$ cat src/logic/bfpc_pkg.sv
// package for the battery switch protection configuration block:
// register offsets, field positions, reset values, delay figures and states.
// assumes a 25 MHz system clock shared by the register port and the protection logic.
package bfpc_pkg;

  // register offsets
  localparam logic [7:0] SWITCH_CTRL_ADDR = 8'h04;
  localparam logic [7:0] DISCH_CFG_ADDR = 8'h05;

  // reset values
  localparam logic [7:0] SWITCH_CTRL_RESET = 8'h00;
  localparam logic [7:0] DISCH_CFG_RESET = 8'h00;

  // switch control field positions
  localparam int SLEEP_BIT = 7;
  localparam int LDMON_BIT = 6;
  localparam int RSVD_MSB = 5;
  localparam int RSVD_LSB = 2;
  localparam int CHG_BIT = 1;
  localparam int DSG_BIT = 0;

  // discharge configuration field positions
  localparam int OC_OFF_DIS_BIT = 7;
  localparam int OC_THR_LSB = 5;
  localparam int SHORT_OFF_DIS_BIT = 4;
  localparam int SHORT_THR_LSB = 2;
  localparam int OC_DLY_LSB = 0;

  // delay figures, in their own units
  localparam int CLK_FREQ_HZ = 25000000;
  localparam int OC_DELAY_BASE_US = 160000;
  localparam int OC_DIV_SHIFT = 6;
  localparam int SHORT_DELAY_US = 190;
  localparam int SHORT_LONG_DELAY_US = 10000;

  // derived cycle counts (least times, whole microseconds so exact)
  localparam int CYC_PER_US = CLK_FREQ_HZ / 1000000;
  localparam int OC_BASE_CYCLES = OC_DELAY_BASE_US * CYC_PER_US;
  localparam int SHORT_CYCLES = SHORT_DELAY_US * CYC_PER_US;
  localparam int SHORT_LONG_CYCLES = SHORT_LONG_DELAY_US * CYC_PER_US;

  // power state of the device
  typedef enum logic {BFPC_AWAKE, BFPC_ASLEEP} bfpc_pwr_t;

endpackage : bfpc_pkg

$ cat src/logic/bfpc_config.sv
// switch control and discharge protection configuration registers, with
// the overcurrent and short-circuit delay filters that act on them.
// assumes a serial slave on the same clock presents byte writes and reads
// on the register port; comparator outputs arrive asynchronously.
//
// Contract
// writing one to sleep bit sleeps: switches, balance outputs, regulator off
// entering sleep clears charge, discharge and cell-balance switch bits
// sleep bit self-clears when the device wakes
// sleep leaves the analog output selection untouched
// bit 6 turns the load monitor on or off, software only
// bits 5 to 2 of switch control are reserved, read zero
// bit 1 drives the charge switch
// charge overcurrent clears charge bit unless its auto-off is disabled
// bit 0 drives the discharge switch
// overcurrent or short clears discharge bit unless that auto-off is disabled
// config bit 7 one suppresses overcurrent auto turn-off
// discharge overcurrent always sets its flag and thermistor supply
// bits 6:5 select overcurrent threshold 0.10 to 0.16 V
// config bit 4 one suppresses short-circuit auto turn-off
// short circuit always sets its flag and thermistor supply
// bits 3:2 select short-circuit threshold 0.20 to 1.20 V
// bits 1:0 select 160 to 1280 ms, or 2.5 to 20 ms divided
// registers keep contents in sleep; storage supply moves to bottom cell
// divider setting one divides the overcurrent delay by 64
// flags stay set until condition gone and status is read
// event only after condition persists for the full delay; dropouts restart
`timescale 1ns/1ps
`default_nettype none

module bfpc_config
  import bfpc_pkg::*;
#(
  parameter int OcBaseCycles = OC_BASE_CYCLES,
  parameter int ShortCycles = SHORT_CYCLES,
  parameter int ShortLongCycles = SHORT_LONG_CYCLES
)
(
  input wire logic clk,
  input wire logic resetn,
  input wire logic wrEn,
  input wire logic rdEn,
  input wire logic [7:0] regAddr,
  input wire logic [7:0] wrData,
  output logic [7:0] rdData,
  input wire logic ocComparator,
  input wire logic shortComparator,
  input wire logic chargeOcEvent,
  input wire logic chargeOcAutoOffDisable,
  input wire logic dischargeDelayDivider,
  input wire logic shortLongDelay,
  input wire logic wakeUp,
  input wire logic statusRead,
  output logic chargeSwitchOn,
  output logic dischargeSwitchOn,
  output logic loadMonitorEnable,
  output logic cellBalanceClear,
  output logic regulatorEnable,
  output logic storageFromCell,
  output logic sleepActive,
  output logic dischargeOcFlag,
  output logic shortCircuitFlag,
  output logic thermistorSupplyOn,
  output logic [1:0] ocThreshold,
  output logic [1:0] shortThreshold,
  output logic [1:0] ocDelaySelect
);

  logic [7:0] dischCfg;
  bfpc_pwr_t pwrState;
  bfpc_pwr_t next_pwrState;
  logic ctrlWrite;
  logic cfgWrite;
  logic sleepReq;
  logic [1:0] compMeta;
  logic [1:0] compSync;
  logic [31:0] dlyCount [2];
  logic [31:0] dlyTarget [2];
  logic [1:0] tripEvent;
  logic ocEvent;
  logic shortEvent;
  logic next_ocFlag;
  logic next_shortFlag;

  assign ctrlWrite = wrEn && (regAddr == SWITCH_CTRL_ADDR);
  assign cfgWrite = wrEn && (regAddr == DISCH_CFG_ADDR);
  assign sleepReq = ctrlWrite && wrData[SLEEP_BIT] && (pwrState == BFPC_AWAKE);
  assign ocEvent = tripEvent[0];
  assign shortEvent = tripEvent[1];

  // threshold and delay codes go straight from the stored fields to the analog side
  assign ocThreshold = dischCfg[OC_THR_LSB+1:OC_THR_LSB];
  assign shortThreshold = dischCfg[SHORT_THR_LSB+1:SHORT_THR_LSB];
  assign ocDelaySelect = dischCfg[OC_DLY_LSB+1:OC_DLY_LSB];

  // discharge configuration: plain storage, kept through sleep
  always_ff @(posedge clk or negedge resetn)
  begin
    if (!resetn)
    begin
      dischCfg <= DISCH_CFG_RESET;
    end
    else if (cfgWrite)
    begin
      dischCfg <= wrData;
    end
  end

  // sleep state: forced by software, left only by the wake detector
  always_comb
  begin
    next_pwrState = pwrState;
    case (pwrState)
      BFPC_AWAKE:
      begin
        if (sleepReq)
          next_pwrState = BFPC_ASLEEP;
      end
      BFPC_ASLEEP:
      begin
        if (wakeUp)
          next_pwrState = BFPC_AWAKE;
      end
      default:
        next_pwrState = BFPC_AWAKE;
    endcase
  end

  // power outputs follow the state; storage rides on the bottom cell while asleep
  always_ff @(posedge clk or negedge resetn)
  begin
    if (!resetn)
    begin
      pwrState <= BFPC_AWAKE;
      sleepActive <= 1'b0;
      regulatorEnable <= 1'b1;
      storageFromCell <= 1'b0;
    end
    else
    begin
      pwrState <= next_pwrState;
      sleepActive <= (next_pwrState == BFPC_ASLEEP);
      regulatorEnable <= (next_pwrState == BFPC_AWAKE);
      storageFromCell <= (next_pwrState == BFPC_ASLEEP);
    end
  end

  // one-cycle request to the balance register; analog select is not touched
  always_ff @(posedge clk or negedge resetn)
  begin
    if (!resetn)
    begin
      cellBalanceClear <= 1'b0;
    end
    else
    begin
      cellBalanceClear <= sleepReq;
    end
  end

  // load monitor: only software changes it, sleep leaves it alone
  always_ff @(posedge clk or negedge resetn)
  begin
    if (!resetn)
    begin
      loadMonitorEnable <= SWITCH_CTRL_RESET[LDMON_BIT];
    end
    else if (ctrlWrite)
    begin
      loadMonitorEnable <= wrData[LDMON_BIT];
    end
  end

  // charge switch: protection clear wins over a software set in the same cycle
  always_ff @(posedge clk or negedge resetn)
  begin
    if (!resetn)
    begin
      chargeSwitchOn <= SWITCH_CTRL_RESET[CHG_BIT];
    end
    else if (sleepReq || pwrState == BFPC_ASLEEP)
    begin
      chargeSwitchOn <= 1'b0;
    end
    else if (chargeOcEvent && !chargeOcAutoOffDisable)
    begin
      chargeSwitchOn <= 1'b0;
    end
    else if (ctrlWrite)
    begin
      chargeSwitchOn <= wrData[CHG_BIT];
    end
  end

  // discharge switch: either trip may turn it off, each with its own veto
  always_ff @(posedge clk or negedge resetn)
  begin
    if (!resetn)
    begin
      dischargeSwitchOn <= SWITCH_CTRL_RESET[DSG_BIT];
    end
    else if (sleepReq || pwrState == BFPC_ASLEEP)
    begin
      dischargeSwitchOn <= 1'b0;
    end
    else if ((ocEvent && !dischCfg[OC_OFF_DIS_BIT])
             || (shortEvent && !dischCfg[SHORT_OFF_DIS_BIT]))
    begin
      dischargeSwitchOn <= 1'b0;
    end
    else if (ctrlWrite)
    begin
      dischargeSwitchOn <= wrData[DSG_BIT];
    end
  end

  // comparators are analog and asynchronous, so two flops before any use
  always_ff @(posedge clk or negedge resetn)
  begin
    if (!resetn)
    begin
      compMeta <= 2'h0;
      compSync <= 2'h0;
    end
    else
    begin
      compMeta <= {shortComparator, ocComparator};
      compSync <= compMeta;
    end
  end

  // delay targets; base shifted by code fits 32 bits for all four codes
  always_comb
  begin
    dlyTarget[0] = 32'(OcBaseCycles) << dischCfg[OC_DLY_LSB+1:OC_DLY_LSB];
    if (dischargeDelayDivider)
    begin
      dlyTarget[0] = dlyTarget[0] >> OC_DIV_SHIFT;
    end
    dlyTarget[1] = shortLongDelay ? 32'(ShortLongCycles) : 32'(ShortCycles);
  end

  // persistence filters: count while high, restart on any dropout, fire once
  genvar ch;
  generate
    for (ch = 0; ch < 2; ch++)
    begin : g_filter
      always_ff @(posedge clk or negedge resetn)
      begin
        if (!resetn)
        begin
          dlyCount[ch] <= 32'h0000_0000;
          tripEvent[ch] <= 1'b0;
        end
        else if (!compSync[ch])
        begin
          dlyCount[ch] <= 32'h0000_0000;
          tripEvent[ch] <= 1'b0;
        end
        else
        begin
          if (dlyCount[ch] < dlyTarget[ch])
          begin
            dlyCount[ch] <= dlyCount[ch] + 32'h0000_0001;
          end
          tripEvent[ch] <= (dlyCount[ch] == dlyTarget[ch] - 32'h0000_0001);
        end
      end
    end
  endgenerate

  // status flags: a new trip beats a clearing read in the same cycle
  always_comb
  begin
    next_ocFlag = dischargeOcFlag;
    next_shortFlag = shortCircuitFlag;
    if (statusRead && !compSync[0])
      next_ocFlag = 1'b0;
    if (statusRead && !compSync[1])
      next_shortFlag = 1'b0;
    if (ocEvent)
      next_ocFlag = 1'b1;
    if (shortEvent)
      next_shortFlag = 1'b1;
  end

  // thermistor supply follows the flags so it drops when software clears them
  always_ff @(posedge clk or negedge resetn)
  begin
    if (!resetn)
    begin
      dischargeOcFlag <= 1'b0;
      shortCircuitFlag <= 1'b0;
      thermistorSupplyOn <= 1'b0;
    end
    else
    begin
      dischargeOcFlag <= next_ocFlag;
      shortCircuitFlag <= next_shortFlag;
      thermistorSupplyOn <= next_ocFlag || next_shortFlag;
    end
  end

  // read data is registered; unmapped offsets read zero
  always_ff @(posedge clk or negedge resetn)
  begin
    if (!resetn)
    begin
      rdData <= 8'h00;
    end
    else if (rdEn)
    begin
      case (regAddr)
        SWITCH_CTRL_ADDR:
          rdData <= {sleepActive, loadMonitorEnable, 4'h0,
                     chargeSwitchOn, dischargeSwitchOn};
        DISCH_CFG_ADDR:
          rdData <= dischCfg;
        default:
          rdData <= 8'h00;
      endcase
    end
  end

  // checks
  a_sleep_switches_off: assert property (@(posedge clk) disable iff (!resetn)
    sleepActive |-> !chargeSwitchOn && !dischargeSwitchOn && !regulatorEnable)
    else $error("switch or regulator on while asleep");
  a_sleep_clears_balance: assert property (@(posedge clk) disable iff (!resetn)
    sleepReq |=> cellBalanceClear && sleepActive && storageFromCell)
    else $error("sleep entry did not clear balance or move storage");
  a_wake_clears_sleep: assert property (@(posedge clk) disable iff (!resetn)
    sleepActive && wakeUp |=> !sleepActive && regulatorEnable)
    else $error("sleep bit not cleared on wake");
  a_load_monitor_write: assert property (@(posedge clk) disable iff (!resetn)
    ctrlWrite |=> loadMonitorEnable == $past(wrData[LDMON_BIT]))
    else $error("load monitor enable does not follow write");
  a_reserved_zero: assert property (@(posedge clk) disable iff (!resetn)
    rdEn && regAddr == SWITCH_CTRL_ADDR |=> rdData[RSVD_MSB:RSVD_LSB] == 4'h0)
    else $error("reserved bits read nonzero");
  a_charge_auto_off: assert property (@(posedge clk) disable iff (!resetn)
    chargeOcEvent && !chargeOcAutoOffDisable |=> !chargeSwitchOn)
    else $error("charge switch not cleared on overcurrent");
  a_discharge_auto_off: assert property (@(posedge clk) disable iff (!resetn)
    (ocEvent && !dischCfg[OC_OFF_DIS_BIT]) || (shortEvent && !dischCfg[SHORT_OFF_DIS_BIT])
    |=> !dischargeSwitchOn)
    else $error("discharge switch not cleared on trip");
  a_trip_sets_flags: assert property (@(posedge clk) disable iff (!resetn)
    ocEvent || shortEvent |=> thermistorSupplyOn
    && (dischargeOcFlag || !$past(ocEvent)) && (shortCircuitFlag || !$past(shortEvent)))
    else $error("trip did not set flag and thermistor supply");
  a_flag_holds: assert property (@(posedge clk) disable iff (!resetn)
    dischargeOcFlag && compSync[0] |=> dischargeOcFlag)
    else $error("overcurrent flag cleared while condition present");
  a_trip_persisted: assert property (@(posedge clk) disable iff (!resetn)
    $rose(ocEvent) |-> $past(compSync[0], 1) && $past(compSync[0], 2))
    else $error("trip without persistent condition");

endmodule : bfpc_config

`default_nettype wire

$ cat config.mk
export PLATFORM = sky130hd
export DESIGN_NAME = bfpc_config
export DESIGN_NICKNAME = d
export VERILOG_FILES = /design/src/logic/bfpc_pkg.sv /design/src/logic/bfpc_config.sv
export SDC_FILE = /design/constraint.sdc
export NUM_CORES = 1
export LEC_CHECK = 0
export BUFFER_PORTS_ARGS = -buffer_cell sky130_fd_sc_hd__buf_2
export CAP_MARGIN = 30
export CORE_MARGIN = 5
export CORE_UTILIZATION = 30
export CTS_CLUSTER_SIZE = 16
export DETAILED_ROUTE_END_ITERATION = 10
export GPL_ROUTABILITY_DRIVEN = 0
export GPL_TIMING_DRIVEN = 0
export PLACE_DENSITY = 0.51
export SETUP_SLACK_MARGIN = 0.5
export SLEW_MARGIN = 10
export SYNTH_ARGS = -nofsm -noshare
export SYNTH_HDL_FRONTEND = slang
export SYNTH_SLANG_ARGS = --single-unit
$ cat constraint.sdc
create_clock -name clk -period 6.6 [get_ports clk]
set_input_delay 0.99 -clock clk [delete_from_list [all_inputs] [get_ports clk]]
set_output_delay 0.99 -clock clk [all_outputs]
set_load 0.01 [all_outputs]
## After elaboration in Yosys (flattened, before gate mapping)

Index checks and enable logic that the tools add are counted.

- Register bits after elaboration: 95
- Latch bits: 0
- Bits in writable memories: 0
- ROM bits: 0
- Bits of input ports: 28
- Output and inout bits: 24
- Word-level logic and storage cells: 73
- Memories: 0

- Add/sub/neg operators: 4
- Multiply operators: 0
- Div/mod/pow operators: 0
- $lt $le $gt $ge: 2
- Equal/unequal tests: 6
- Shift-type cells: 1
- Mux-type cells: 22
- Bitwise gates (word level): 2
- Reductions and logical operators: 19

Operators by type and width:

| cell | count |
|---|---|
| 32-bit 2-to-1 mux | 5 |
| 32-bit by 1-bit adder with 32-bit output, second input constant | 2 |
| 32-bit equality test | 2 |
| 32-bit by 18-bit less-than comparator with 1-bit output | 1 |
| 32-bit less-than comparator | 1 |
| 22-bit by 2-bit left shift with 32-bit output, first input constant | 1 |
| 32-bit by 1-bit subtractor with 32-bit output, second input constant | 1 |
| 18-bit by 1-bit subtractor with 19-bit output, second input constant | 1 |
| 18-bit 2-to-1 mux | 1 |
| 8-bit by 3-bit equality test with 1-bit output, second input constant | 2 |
| 8-bit case mux with 2 select lines | 1 |
| 1-bit 2-to-1 mux | 14 |
| 1-bit logical AND | 9 |
| 3-bit nonzero test | 2 |
| 1-bit logical NOT | 5 |
| 2-bit by 1-bit inequality test with 1-bit output, second input constant | 2 |
| 1-bit logical OR | 3 |
| 1-bit NOT | 2 |
| 1-bit case mux with 2 select lines | 1 |

## Longest topological paths before layout

Gate-level depths: netlist of the first run.

- Depth after elaboration: 7
- Gate-level depth with buffers: 13
- Gate-level depth less buffers: 11

## Least setup slack after synthesis of the first run

OpenSTA, ideal clock, no wires.

- Kind: input port to flip-flop
- From: input port dischargeDelayDivider
- To: register dlyCount[47] in the netlist's numbering
- Library setup time: 0.134 ns
- Arrival time: 3.279 ns
- Data required time: 6.466 ns
- Setup slack: 3.187 ns
- Cell stages on the path: 11
- Cells stage by stage: buf_4 -> buf_2 -> buf_2 -> or2_2 -> ha_1 -> nand2_1 -> or2_2 -> a2111oi_4 -> buf_2 -> nor4_1 -> mux2i_1

- Cells in the longest elaborated chain, start to end: 3

Ends and longest elaborated chain:

| what | line | text |
|---|---|---|
| from (decl) | bfpc_config.sv:50 | `input wire logic dischargeDelayDivider,` |
| 32-bit 2-to-1 mux | bfpc_config.sv:236 | `if (dischargeDelayDivider)` |
| 32-bit less-than comparator | bfpc_config.sv:262 | `if (dlyCount[ch] < dlyTarget[ch])` |
| 2-bit by 1-bit inequality test with 1-bit output (no source line) | -- |  |
| to (signal, indexed assignment) | bfpc_config.sv:264 | `dlyCount[ch] <= dlyCount[ch] + 32'h0000_0001;` |
| to (decl) | bfpc_config.sv:77 | `logic [31:0] dlyCount [2];` |

No other way between the ends.
A chain may end at the register's enable or synchronous reset.

## Worst setup path in the final report of the first run

- From: register dischCfg[1]
- To: register dlyCount[54] in the netlist's numbering

- Cells in the longest elaborated chain, start to end: 4

Ends and longest elaborated chain:

| what | line | text |
|---|---|---|
| from (decl) | bfpc_config.sv:69 | `logic [7:0] dischCfg;` |
| from (signal assigned) | bfpc_config.sv:105 | `dischCfg <= wrData;` |
| 22-bit by 2-bit left shift with 32-bit output | bfpc_config.sv:235 | `dlyTarget[0] = 32'(OcBaseCycles) << dischCfg[OC_DLY_LSB+1:OC_DLY_LSB];` |
| 32-bit 2-to-1 mux | bfpc_config.sv:236 |  |
| 32-bit less-than comparator | bfpc_config.sv:262 |  |
| 2-bit by 1-bit inequality test with 1-bit output (no source line) | -- |  |

No other way between the ends.

==> tab_implementation.tex, run 1 <==
\begin{tabular}{lr}
\hline
Metric & Value \\
\hline
\multicolumn{2}{l}{\textbf{CTS}} \\
\quad H-tree depth & 3 \\
\quad Sink count of the clock tree & 95 \\
\quad Number of CTS-inserted buffers & 9 \\
\quad Maximum count of clock buffers along a single path & 2 \\
\quad Clock latency at the later pin of the worst-skew pair & 0.35 ns \\
\quad Count of hold buffers inserted by post-cts repair & 0 \\
\quad Clock slew at the register clock pins of the worst setup and hold paths & $\sim$0.080 ns \\
\quad Clock tree root buffer cell & sky130\_fd\_sc\_hd\_\_clkbuf\_16 \\
\quad Post-CTS setup-driven buffer insertion count & 0 \\
\quad Clock tree from TritonCTS & built \\
\quad Number of instances resized during post-cts repair & 0 \\
\multicolumn{2}{l}{\textbf{STA}} \\
\quad Relative slew margins & 50.3\% \\
\quad Number of failing setup endpoints in the final timing report & 0 \\
\quad Post-route minimum period & 3.93 ns \\
\quad Fmax achieved & between 200 and 300 MHz \\
\quad Post-route clock skew & 0.0108 ns \\
\quad Least setup slack across all paths after layout & 2.67 ns \\
\quad Final Hold Viols & 0 \\
\quad Total negative setup slack & 0 ns \\
\quad Number of pins with negative max-slew slack in the final report & 0 \\
\quad Slew at the pin with the worst max-slew slack & 0.727 ns \\
\quad RSZ-0062 raised after global routing & false \\
\quad Final critical-path share of the clock period & 59.6\% \\
\multicolumn{2}{l}{\textbf{Routing}} \\
\quad Remaining routing DRC violations & 0 \\
\quad Total vias in the final route & 5261 \\
\quad Number of detailed-route iterations in the first pass & 5 \\
\quad Iteration-0 DRC count of the detailed router & 342 \\
\quad Vias/cell & roughly 5 \\
\quad ANT nets after route & 0 \\
\quad Routed wirelength normalized by instance count & 15.7 microns \\
\quad Post-detailed-routing wire length & 16.0 mm \\
\multicolumn{2}{l}{\textbf{Finish}} \\
\quad Fill cell count & roughly 2200 \\
\quad Count of nets after finishing & 811 \\
\quad Layout area overhead & 14.8\% \\
\quad Final core utilization & 34.7\% \\
\quad Number of diodes added for antenna fixing & 0 \\
\quad Fraction of layout instances using a drive strength above 1 & 14.2\% \\
\multicolumn{2}{l}{\textbf{Synthesis}} \\
\quad Post-synth top area share & a little under two fifths \\
\quad Top cells by area, synth & sky130\_fd\_sc\_hd\_\_dfrtp\_1 (37\%), sky130\_fd\_sc\_hd\_\_ha\_1 (8.3\%), sky130\_fd\_sc\_hd\_\_mux2i\_1 (5.7\%), sky130\_fd\_sc\_hd\_\_nand2b\_1 (4.8\%), sky130\_fd\_sc\_hd\_\_nand2\_1 (4.5\%) \\
\quad Number of warnings issued by yosys & 0 \\
\quad Unique masters post-synth & 65 \\
\quad FFs w/ async S/R, synth & 100\% \\
\quad Cell taking the most area after synthesis & sky130\_fd\_sc\_hd\_\_dfrtp\_1 \\
\quad Synthesized netlist cell count & 680 \\
\quad Sequential share of the synthesized area & a little under two fifths \\
\quad Most used flip-flop cell after synthesis & sky130\_fd\_sc\_hd\_\_dfrtp\_1 \\
\quad Cell with the most instances after synthesis & sky130\_fd\_sc\_hd\_\_dfrtp\_1 \\
\quad Number of nets produced by synthesis & 750 \\
\quad Avg Synthesized Cell Area & 9.30 sq um \\
\quad Synthesized cell area & about 0.0063 sq mm \\
\quad Top post-synthesis cells by count & sky130\_fd\_sc\_hd\_\_dfrtp\_1 (94), sky130\_fd\_sc\_hd\_\_nand2\_1 (76), sky130\_fd\_sc\_hd\_\_nand2b\_1 (48), sky130\_fd\_sc\_hd\_\_ha\_1 (42), sky130\_fd\_sc\_hd\_\_mux2i\_1 (36) \\
\quad Number of flops mapped to enable cells by yosys & 0 \\
\quad Flip-flop and latch count after synthesis & 95 \\
\multicolumn{2}{l}{\textbf{Die}} \\
\quad Die Span X & 155 microns \\
\quad Die footprint & 0.0241 sq mm \\
\quad Std-Cell Core Area & 0.0209 sq mm \\
\quad Initial cell density of the core & 30.3\% \\
\quad Floorplan row count & 53 \\
\quad Top Ports & 52 \\
\quad Floorplan die height & 155 microns \\
\multicolumn{2}{l}{\textbf{Power and ir drop}} \\
\quad Worst ir drop on vdd & 94.0 uV \\
\quad Leakage power total & 0.00327 uW \\
\quad P per Cell Area & 176 mW/mm\^{}2 \\
\multicolumn{2}{l}{\textbf{Setup path}} \\
\quad Startpoint type of the worst setup path & flop \\
\quad Critical-path maximum fanout & 12 \\
\quad Startpoint-to-endpoint class of the critical path & flop to flop \\
\quad Setup slack of the worst register-to-register path & 2.67 ns \\
\quad Category of the worst setup path capture point & flop \\
\quad Required time worst endpoint & between 6 and 7 ns \\
\quad Arrival time at the worst endpoint & 4.21 ns \\
\multicolumn{2}{l}{\textbf{Min path}} \\
\quad Worst min-delay path category & flop to flop \\
\multicolumn{2}{l}{\textbf{Status}} \\
\quad Result of the run & finished, final reports clean \\
\multicolumn{2}{l}{\textbf{Global routing}} \\
\quad Via count of the first global-routing pass & 5114 \\
\quad Global router's overall resource usage & a little over an eighth \\
\quad Final global-route overflow total & 0 \\
\quad Global-route wire length before repair & 26.7 mm \\
\quad Maximum number of pins on one net before global-route repair & 83 \\
\quad Initial antenna violation count & 0 \\
\multicolumn{2}{l}{\textbf{Place}} \\
\quad Post-placement setup slack & between 2 and 2.5 ns \\
\quad I/O Buffers & 49 \\
\quad Half-perimeter wire length after placement & 11.9 mm \\
\multicolumn{2}{l}{\textbf{Run}} \\
\quad Number of maximum-capacitance constraint violations & 0 \\
\hline
\end{tabular}
[logic make-up (layout without fill, tap and decap cells)]
kind of cell               count (synthesis)  count (layout)  synth area share, %
AOI/OAI and AO/OA                        104             104                 11.7
buffers and inverters                     68             134                 4.67
and+or+nand+nor                          304             304                 26.6
xor gates and xnor gates                  19              19                 3.11
DFF                                       95              95                 37.6
adders and majority gates                 42              42                 8.31
muxes                                     48              48                 8.02
[layout make-up]
cell class	count	area [sq um]	share of cell area, %
buffer	43	201	2.78
clock buffer	9	225	3.10
sequential	95	2380	32.8
clock inverter	7	88.8	1.22
timing repair buffer	50	279	3.84
inverter	25	93.8	1.29
tap	275	344	4.74
multi-input combinational	517	3650	50.2
[power by group]
part	total (uW)	internal (uW)	switching, uW
clock network	536	272	263
logic	148	55.9	91.6
registers	596	589	7.62
total	1280	917	363
[layer usage]
metal,vias up,wire length (microns),GRT usage (%),share of wire (%)
li1,2603,-,-,-
met1,2523,8080,19.9,50
met2,119,7020,20.2,44
met3,16,674,1.86,4.2
met4,0,256,4.92,1.6
met5,-,0,0,0
[registers in the layout (all words and copies together), names as in the netlist, 2 cells and up]
| name | cells |
|---|---|
| dischCfg | 8 |
| rdData | 8 |
| compSync | 2 |
| dlyCount | 64 |
| compMeta | 2 |
[through the flow]
| step | hold WS, ns | cell area, sq um | std cells | power, uW |
|---|---|---|---|---|
| 2_1_floorplan | 0.331 | 6320 | 680 | 701 |
| 3_3_place_gp | 0.335 | 6910 | 1004 | 754 |
| 3_5_place_dp | 0.335 | 6940 | 1005 | 756 |
| 4_1_cts | 0.353 | 7260 | 1021 | 1300 |
| 5_1_grt | 0.363 | 7260 | 1021 | 1340 |
| 6_report | 0.352 | 7260 | 1021 | 1280 |
[path summary, 6_finish.rpt]
kind	startpoint	endpoint	cells after the start
hold / removal	compMeta[1]$_DFF_PN0_	compSync[1]$_DFF_PN0_	0
hold reg to reg	compMeta[1]$_DFF_PN0_	compSync[1]$_DFF_PN0_	0
setup / recovery	dischCfg[1]$_DFFE_PN0P_	dlyCount[54]$_DFFE_PN0P_	13
setup reg to reg	dischCfg[1]$_DFFE_PN0P_	dlyCount[54]$_DFFE_PN0P_	13
max in group asynchronous	resetn	regulatorEnable$_DFF_PN1_	2
min in group asynchronous	resetn	dlyCount[42]$_DFFE_PN0P_	1
[critical path, stage by stage, from the launching register on]
cell	delay [ns]
sky130_fd_sc_hd__dfrtp_1	0.61
sky130_fd_sc_hd__inv_1	0.20
sky130_fd_sc_hd__ha_1	0.31
sky130_fd_sc_hd__clkbuf_1	0.34
sky130_fd_sc_hd__nand2b_1	0.16
sky130_fd_sc_hd__o21ai_1	0.19
sky130_fd_sc_hd__ha_1	0.31
sky130_fd_sc_hd__a21oi_1	0.21
sky130_fd_sc_hd__o211ai_1	0.12
sky130_fd_sc_hd__a41oi_1	0.33
sky130_fd_sc_hd__nor2_1	0.18
sky130_fd_sc_hd__clkbuf_1	0.27
sky130_fd_sc_hd__nor4_1	0.41
sky130_fd_sc_hd__mux2i_1	0.23
[cell usage in the layout, fill, tap and decap left out, drive strengths merged, types with 13 or more instances in the layout]
cell,count
dfrtp,94
nand2,76
buf,67
nand2b,48
ha,42
mux2i,37
clkbuf,35
nor4,31
nand3,29
inv,27
and2,23
o21ai,22
nor2,21
nand4,17
a21oi,16
nor3,15
o31ai,14
o311ai,13
(Power assumes the default switching activity.)
==> inputs of run 2 (changes only) <==
Settings changed: ABC_AREA from default to 1, PLACE_DENSITY 0.51 to 0.52.
Clock period 6.6 ns to 3.35 ns, I/O delays scaled along.
==> run 2 against run 1 <==
Register-to-register slack worse by 2.0 ns. Sequential power is 100% higher. Wire length is 16% higher. Synthesized cell count is 32% higher. Critical path type unchanged. Largest cell class unchanged. Largest power group unchanged.
==> tab_implementation.tex, run 2 <==
\begin{tabular}{lr}
\hline
Metric & Value \\
\hline
\multicolumn{2}{l}{\textbf{Synthesis}} \\
\quad FFs w/ async S/R, synth & 100\% (unchanged) \\
\quad Cell with the most instances after synthesis & sky130\_fd\_sc\_hd\_\_nand2\_1 (was sky130\_fd\_sc\_hd\_\_dfrtp\_1) \\
\quad Most used flip-flop cell after synthesis & sky130\_fd\_sc\_hd\_\_dfrtp\_1 (unchanged) \\
\quad Cell taking the most area after synthesis & sky130\_fd\_sc\_hd\_\_dfrtp\_1 (unchanged) \\
\quad Post-synth top area share & 34.5\% (was 37.2\%) \\
\quad Synthesized cell area & 0.00681 sq mm (was 0.00632 sq mm) \\
\quad Top cells by area, synth & sky130\_fd\_sc\_hd\_\_dfrtp\_1 (35\%), sky130\_fd\_sc\_hd\_\_nand2\_1 (11\%), sky130\_fd\_sc\_hd\_\_ha\_1 (7.7\%), sky130\_fd\_sc\_hd\_\_inv\_1 (6.3\%), sky130\_fd\_sc\_hd\_\_nand3\_1 (5.1\%) (was sky130\_fd\_sc\_hd\_\_dfrtp\_1 (37\%), sky130\_fd\_sc\_hd\_\_ha\_1 (8.3\%), sky130\_fd\_sc\_hd\_\_mux2i\_1 (5.7\%), sky130\_fd\_sc\_hd\_\_nand2b\_1 (4.8\%), sky130\_fd\_sc\_hd\_\_nand2\_1 (4.5\%)) \\
\quad Top post-synthesis cells by count & sky130\_fd\_sc\_hd\_\_nand2\_1 (207), sky130\_fd\_sc\_hd\_\_inv\_1 (114), sky130\_fd\_sc\_hd\_\_dfrtp\_1 (94), sky130\_fd\_sc\_hd\_\_nor2\_1 (77), sky130\_fd\_sc\_hd\_\_nand3\_1 (70) (was sky130\_fd\_sc\_hd\_\_dfrtp\_1 (94), sky130\_fd\_sc\_hd\_\_nand2\_1 (76), sky130\_fd\_sc\_hd\_\_nand2b\_1 (48), sky130\_fd\_sc\_hd\_\_ha\_1 (42), sky130\_fd\_sc\_hd\_\_mux2i\_1 (36)) \\
\quad Unique masters post-synth & 53 (was 65) \\
\quad Number of warnings issued by yosys & 0 (unchanged) \\
\quad Synthesized netlist cell count & 897 (was 680) \\
\quad Avg Synthesized Cell Area & 7.60 sq um (was 9.30 sq um) \\
\quad Sequential share of the synthesized area & 34.9\% (was 37.6\%) \\
\quad Number of nets produced by synthesis & 967 (was 750) \\
\quad Flip-flop and latch count after synthesis & 95 (unchanged) \\
\quad Number of flops mapped to enable cells by yosys & 0 (unchanged) \\
\multicolumn{2}{l}{\textbf{Power and ir drop}} \\
\quad Net switching share of the total power & 30.5\% (was 28.3\%) \\
\quad Sequential share of power & 45.3\% (was 46.6\%) \\
\quad Switching Power & 809 uW (was 363 uW) \\
\quad Leakage power total & 0.00415 uW (was 0.00327 uW) \\
\quad Internal power & 1840 uW (was 917 uW) \\
\quad P per Cell Area & 332 mW/mm\^{}2 (was 176 mW/mm\^{}2) \\
\quad Worst ir drop on vdd & 191 uV (was 94.0 uV) \\
\quad Proportion of power drawn by combinational gates & 13.3\% (was 11.5\%) \\
\quad Power share of the clock group & 41.3\% (was 41.9\%) \\
\multicolumn{2}{l}{\textbf{CTS}} \\
\quad Clock tree root buffer cell & sky130\_fd\_sc\_hd\_\_clkbuf\_16 (unchanged) \\
\quad H-tree depth & 3 (unchanged) \\
\quad Sink count of the clock tree & 95 (unchanged) \\
\quad Clock tree from TritonCTS & built (unchanged) \\
\quad Clock slew at the register clock pins of the worst setup and hold paths & 0.08 ns (about the same) \\
\quad Clock latency at the later pin of the worst-skew pair & 0.36 ns (was 0.35 ns) \\
\quad Maximum count of clock buffers along a single path & 2 (unchanged) \\
\quad Number of CTS-inserted buffers & 9 (unchanged) \\
\quad Count of hold buffers inserted by post-cts repair & 0 (unchanged) \\
\multicolumn{2}{l}{\textbf{Routing}} \\
\quad Routed wirelength normalized by instance count & 14.7 microns (was 15.7 microns) \\
\quad Remaining routing DRC violations & 0 (unchanged) \\
\quad Vias/cell & 4.83 (was 5.15) \\
\quad Post-detailed-routing wire length & 18.5 mm (was 16.0 mm) \\
\quad Iteration-0 DRC count of the detailed router & 285 (was 342) \\
\quad ANT nets after route & 0 (unchanged) \\
\quad Number of detailed-route iterations in the first pass & 5 (unchanged) \\
\quad Total vias in the final route & 6099 (was 5261) \\
\multicolumn{2}{l}{\textbf{STA}} \\
\quad RSZ-0062 raised after global routing & false (unchanged) \\
\quad Number of pins with negative max-slew slack in the final report & 0 (unchanged) \\
\quad Least setup slack across all paths after layout & 0.709 ns (was 2.67 ns) \\
\quad Total negative setup slack & 0 ns (unchanged) \\
\quad Relative slew margins & 61.0\% (was 50.3\%) \\
\quad Fmax achieved & 379 MHz (was 254 MHz) \\
\quad Number of failing setup endpoints in the final timing report & 0 (unchanged) \\
\quad Post-route minimum period & 2.64 ns (was 3.93 ns) \\
\quad Final critical-path share of the clock period & 78.8\% (was 59.6\%) \\
\quad Post-route clock skew & 0.0125 ns (was 0.0108 ns) \\
\quad Final Hold Viols & 0 (unchanged) \\
\quad Hold slack final & 0.0826 ns (was 0.352 ns) \\
\quad Slew at the pin with the worst max-slew slack & 0.586 ns (was 0.727 ns) \\
\multicolumn{2}{l}{\textbf{Place}} \\
\quad Post-placement setup slack & -0.0989 ns (was 2.44 ns) \\
\quad I/O Buffers & 50 (was 49) \\
\quad Half-perimeter wire length after placement & 13.9 mm (was 11.9 mm) \\
\quad Cell area after placement & 0.00745 sq mm (was 0.00694 sq mm) \\
\multicolumn{2}{l}{\textbf{Run}} \\
\quad Number of maximum-capacitance constraint violations & 0 (unchanged) \\
\multicolumn{2}{l}{\textbf{Global routing}} \\
\quad Maximum number of pins on one net before global-route repair & 50 (was 83) \\
\quad Final global-route overflow total & 0 (unchanged) \\
\quad Via count of the first global-routing pass & 5909 (was 5114) \\
\quad Global-route wire length before repair & 30.4 mm (was 26.7 mm) \\
\quad Global router's overall resource usage & 14.3\% (was 13.5\%) \\
\quad Initial antenna violation count & 0 (unchanged) \\
\multicolumn{2}{l}{\textbf{Finish}} \\
\quad Commonest non-fill, non-tap cell in the layout & sky130\_fd\_sc\_hd\_\_nand2\_1 (was sky130\_fd\_sc\_hd\_\_dfrtp\_1) \\
\quad Most frequent cells in the layout & sky130\_fd\_sc\_hd\_\_nand2\_1 (203), sky130\_fd\_sc\_hd\_\_inv\_1 (110), sky130\_fd\_sc\_hd\_\_dfrtp\_1 (92) (was sky130\_fd\_sc\_hd\_\_dfrtp\_1 (94), sky130\_fd\_sc\_hd\_\_nand2\_1 (76), sky130\_fd\_sc\_hd\_\_buf\_2 (56)) \\
\quad Max reg flops & 64 (unchanged) \\
\quad Final core utilization & 35.5\% (was 34.7\%) \\
\quad Number of diodes added for antenna fixing & 0 (unchanged) \\
\quad Reg with most FFs & dlyCount (unchanged) \\
\quad Layout area overhead & 17.3\% (was 14.8\%) \\
\quad Largest registers in the final layout & dlyCount (64), dischCfg (8), rdData (8) (unchanged) \\
\quad Cell area after layout & 0.00799 sq mm (was 0.00726 sq mm) \\
\quad Fill cell count & 2401 (was 2177) \\
\quad Fraction of layout instances using a drive strength above 1 & 18.9\% (was 14.2\%) \\
\quad Reg area & 0.00238 sq mm (about the same) \\
\quad Area taken by multi-input logic gates & 0.00384 sq mm (was 0.00365 sq mm) \\
\quad Count of nets after finishing & 1043 (was 811) \\
\multicolumn{2}{l}{\textbf{Die}} \\
\quad Initial cell density of the core & 30.3\% (about the same) \\
\quad Std-Cell Core Area & 0.0225 sq mm (was 0.0209 sq mm) \\
\quad Floorplan die height & 161 microns (was 155 microns) \\
\quad Top Ports & 52 (unchanged) \\
\quad Die Span X & 161 microns (was 155 microns) \\
\quad Die footprint & 0.0258 sq mm (was 0.0241 sq mm) \\
\quad Floorplan row count & 55 (was 53) \\
\multicolumn{2}{l}{\textbf{Setup path}} \\
\quad Startpoint type of the worst setup path & flop (unchanged) \\
\quad Arrival time at the worst endpoint & 2.88 ns (was 4.21 ns) \\
\quad Critical-path maximum fanout & 10 (was 12) \\
\quad Startpoint-to-endpoint class of the critical path & flop to flop (unchanged) \\
\quad Category of the worst setup path capture point & flop (unchanged) \\
\quad Required time worst endpoint & 3.59 ns (was 6.88 ns) \\
\multicolumn{2}{l}{\textbf{Status}} \\
\quad Result of the run & finished, final reports clean (unchanged) \\
\multicolumn{2}{l}{\textbf{Min path}} \\
\quad Worst min-delay path category & primary input to async pin (was flop to flop) \\
\hline
\end{tabular}
run 2: changes by cell type after synthesis, moves of 22 or more:
cell	previous run	this run
sky130_fd_sc_hd__nand2b_1	48	0
sky130_fd_sc_hd__nand4_1	17	43
sky130_fd_sc_hd__nand2_1	76	207
sky130_fd_sc_hd__nor4_1	30	6
sky130_fd_sc_hd__nand3_2	0	22
sky130_fd_sc_hd__and2_1	22	0
sky130_fd_sc_hd__inv_1	24	114
sky130_fd_sc_hd__xor2_1	7	33
sky130_fd_sc_hd__nor2_1	21	77
sky130_fd_sc_hd__mux2i_1	36	0
sky130_fd_sc_hd__nand3_1	29	70
run 2: final timing paths:
path / slack [ns] / startpoint / cells after the start / end
worst max register to register: 0.71 / dischCfg[1]$_DFFE_PN0P_ / 17 / dlyCount[47]$_DFFE_PN0P_
worst min register to register: 0.35 / compMeta[1]$_DFF_PN0_ / 0 / compSync[1]$_DFF_PN0_
min in group clk: 0.25 / shortComparator / 1 / compMeta[1]$_DFF_PN0_
worst max-delay path: 0.71 / dischCfg[1]$_DFFE_PN0P_ / 17 / dlyCount[47]$_DFFE_PN0P_
max in group asynchronous: 2.58 / resetn / 2 / regulatorEnable$_DFF_PN1_
worst min-delay path: 0.08 / resetn / 1 / compMeta[0]$_DFF_PN0_
run 2: per-layer routing:
metal / GRT usage (%) / routed length [microns] / vias up
met5: 0 / 0 / -
met4: 3.76 / 255 / 0
met3: 1.72 / 571 / 17
met2: 23.1 / 8570 / 104
met1: 20.2 / 9150 / 2884
li1: - / - / 3094
run 2: through the flow:
stage / total power (uW) / cells
after floorplan: 1430 / 897
after global routing: 2780 / 1263
after CTS: 2670 / 1256
final: 2650 / 1263
after detailed placement: 1560 / 1233
after global placement: 1560 / 1232
run 2: cell families after synthesis:
family / after synthesis / share of synthesized area [%]
AO/OA/AOI/OAI: 76 / 6.96
XOR/XNOR: 45 / 5.79
adder cells (fa/ha/maj): 42 / 7.71
buffers and inverters: 159 / 10.1
flip-flops: 95 / 34.9
multiplexers: 3 / 0.496
AND/OR/NAND/NOR: 477 / 34.0
run 2: critical path: stages (launching register included):
cell and delay, ns:
sky130_fd_sc_hd__dfrtp_2 0.44, sky130_fd_sc_hd__inv_4 0.07, sky130_fd_sc_hd__buf_4 0.14, sky130_fd_sc_hd__ha_1 0.31
sky130_fd_sc_hd__inv_2 0.09, sky130_fd_sc_hd__nand2_2 0.09, sky130_fd_sc_hd__ha_1 0.30, sky130_fd_sc_hd__nand2_1 0.07
sky130_fd_sc_hd__nor2_1 0.03, sky130_fd_sc_hd__o21ai_0 0.07, sky130_fd_sc_hd__o211ai_1 0.12, sky130_fd_sc_hd__nand3_1 0.12
sky130_fd_sc_hd__nand3_2 0.14, sky130_fd_sc_hd__nand2_4 0.16, sky130_fd_sc_hd__nand2_8 0.10, sky130_fd_sc_hd__buf_12 0.16
sky130_fd_sc_hd__nand3_2 0.05, sky130_fd_sc_hd__nand2_1 0.06
run 2: cell type report:
type                    count  share of cell area, %
multi-input cells         644                   48.1
flip-flops and latches     95                   29.8
inverters                 120                   5.70
repair buffers             64                   4.93
well taps                 285                   4.46
plain buffers              39                   3.16
clock buffers               9                   2.82
clock inverters             7                   1.08
run 2: repair_timing:
action / CTS / global route
endpoints found under the setup margin: 26 / 26
pin swaps: 2 / 4
cloned: 0 / 1
resized for setup: 12 / 24
setup buffers: 7 / 6
run 2: power by group through the flow:
stage	Clock, uW	Sequential, uW	Combinational, uW
2_1_floorplan	0	1230	206
3_3_place_gp	0	1230	330
3_5_place_dp	0	1230	337
4_1_cts	1120	1200	348
5_1_grt	1170	1210	401
6_report	1100	1200	354
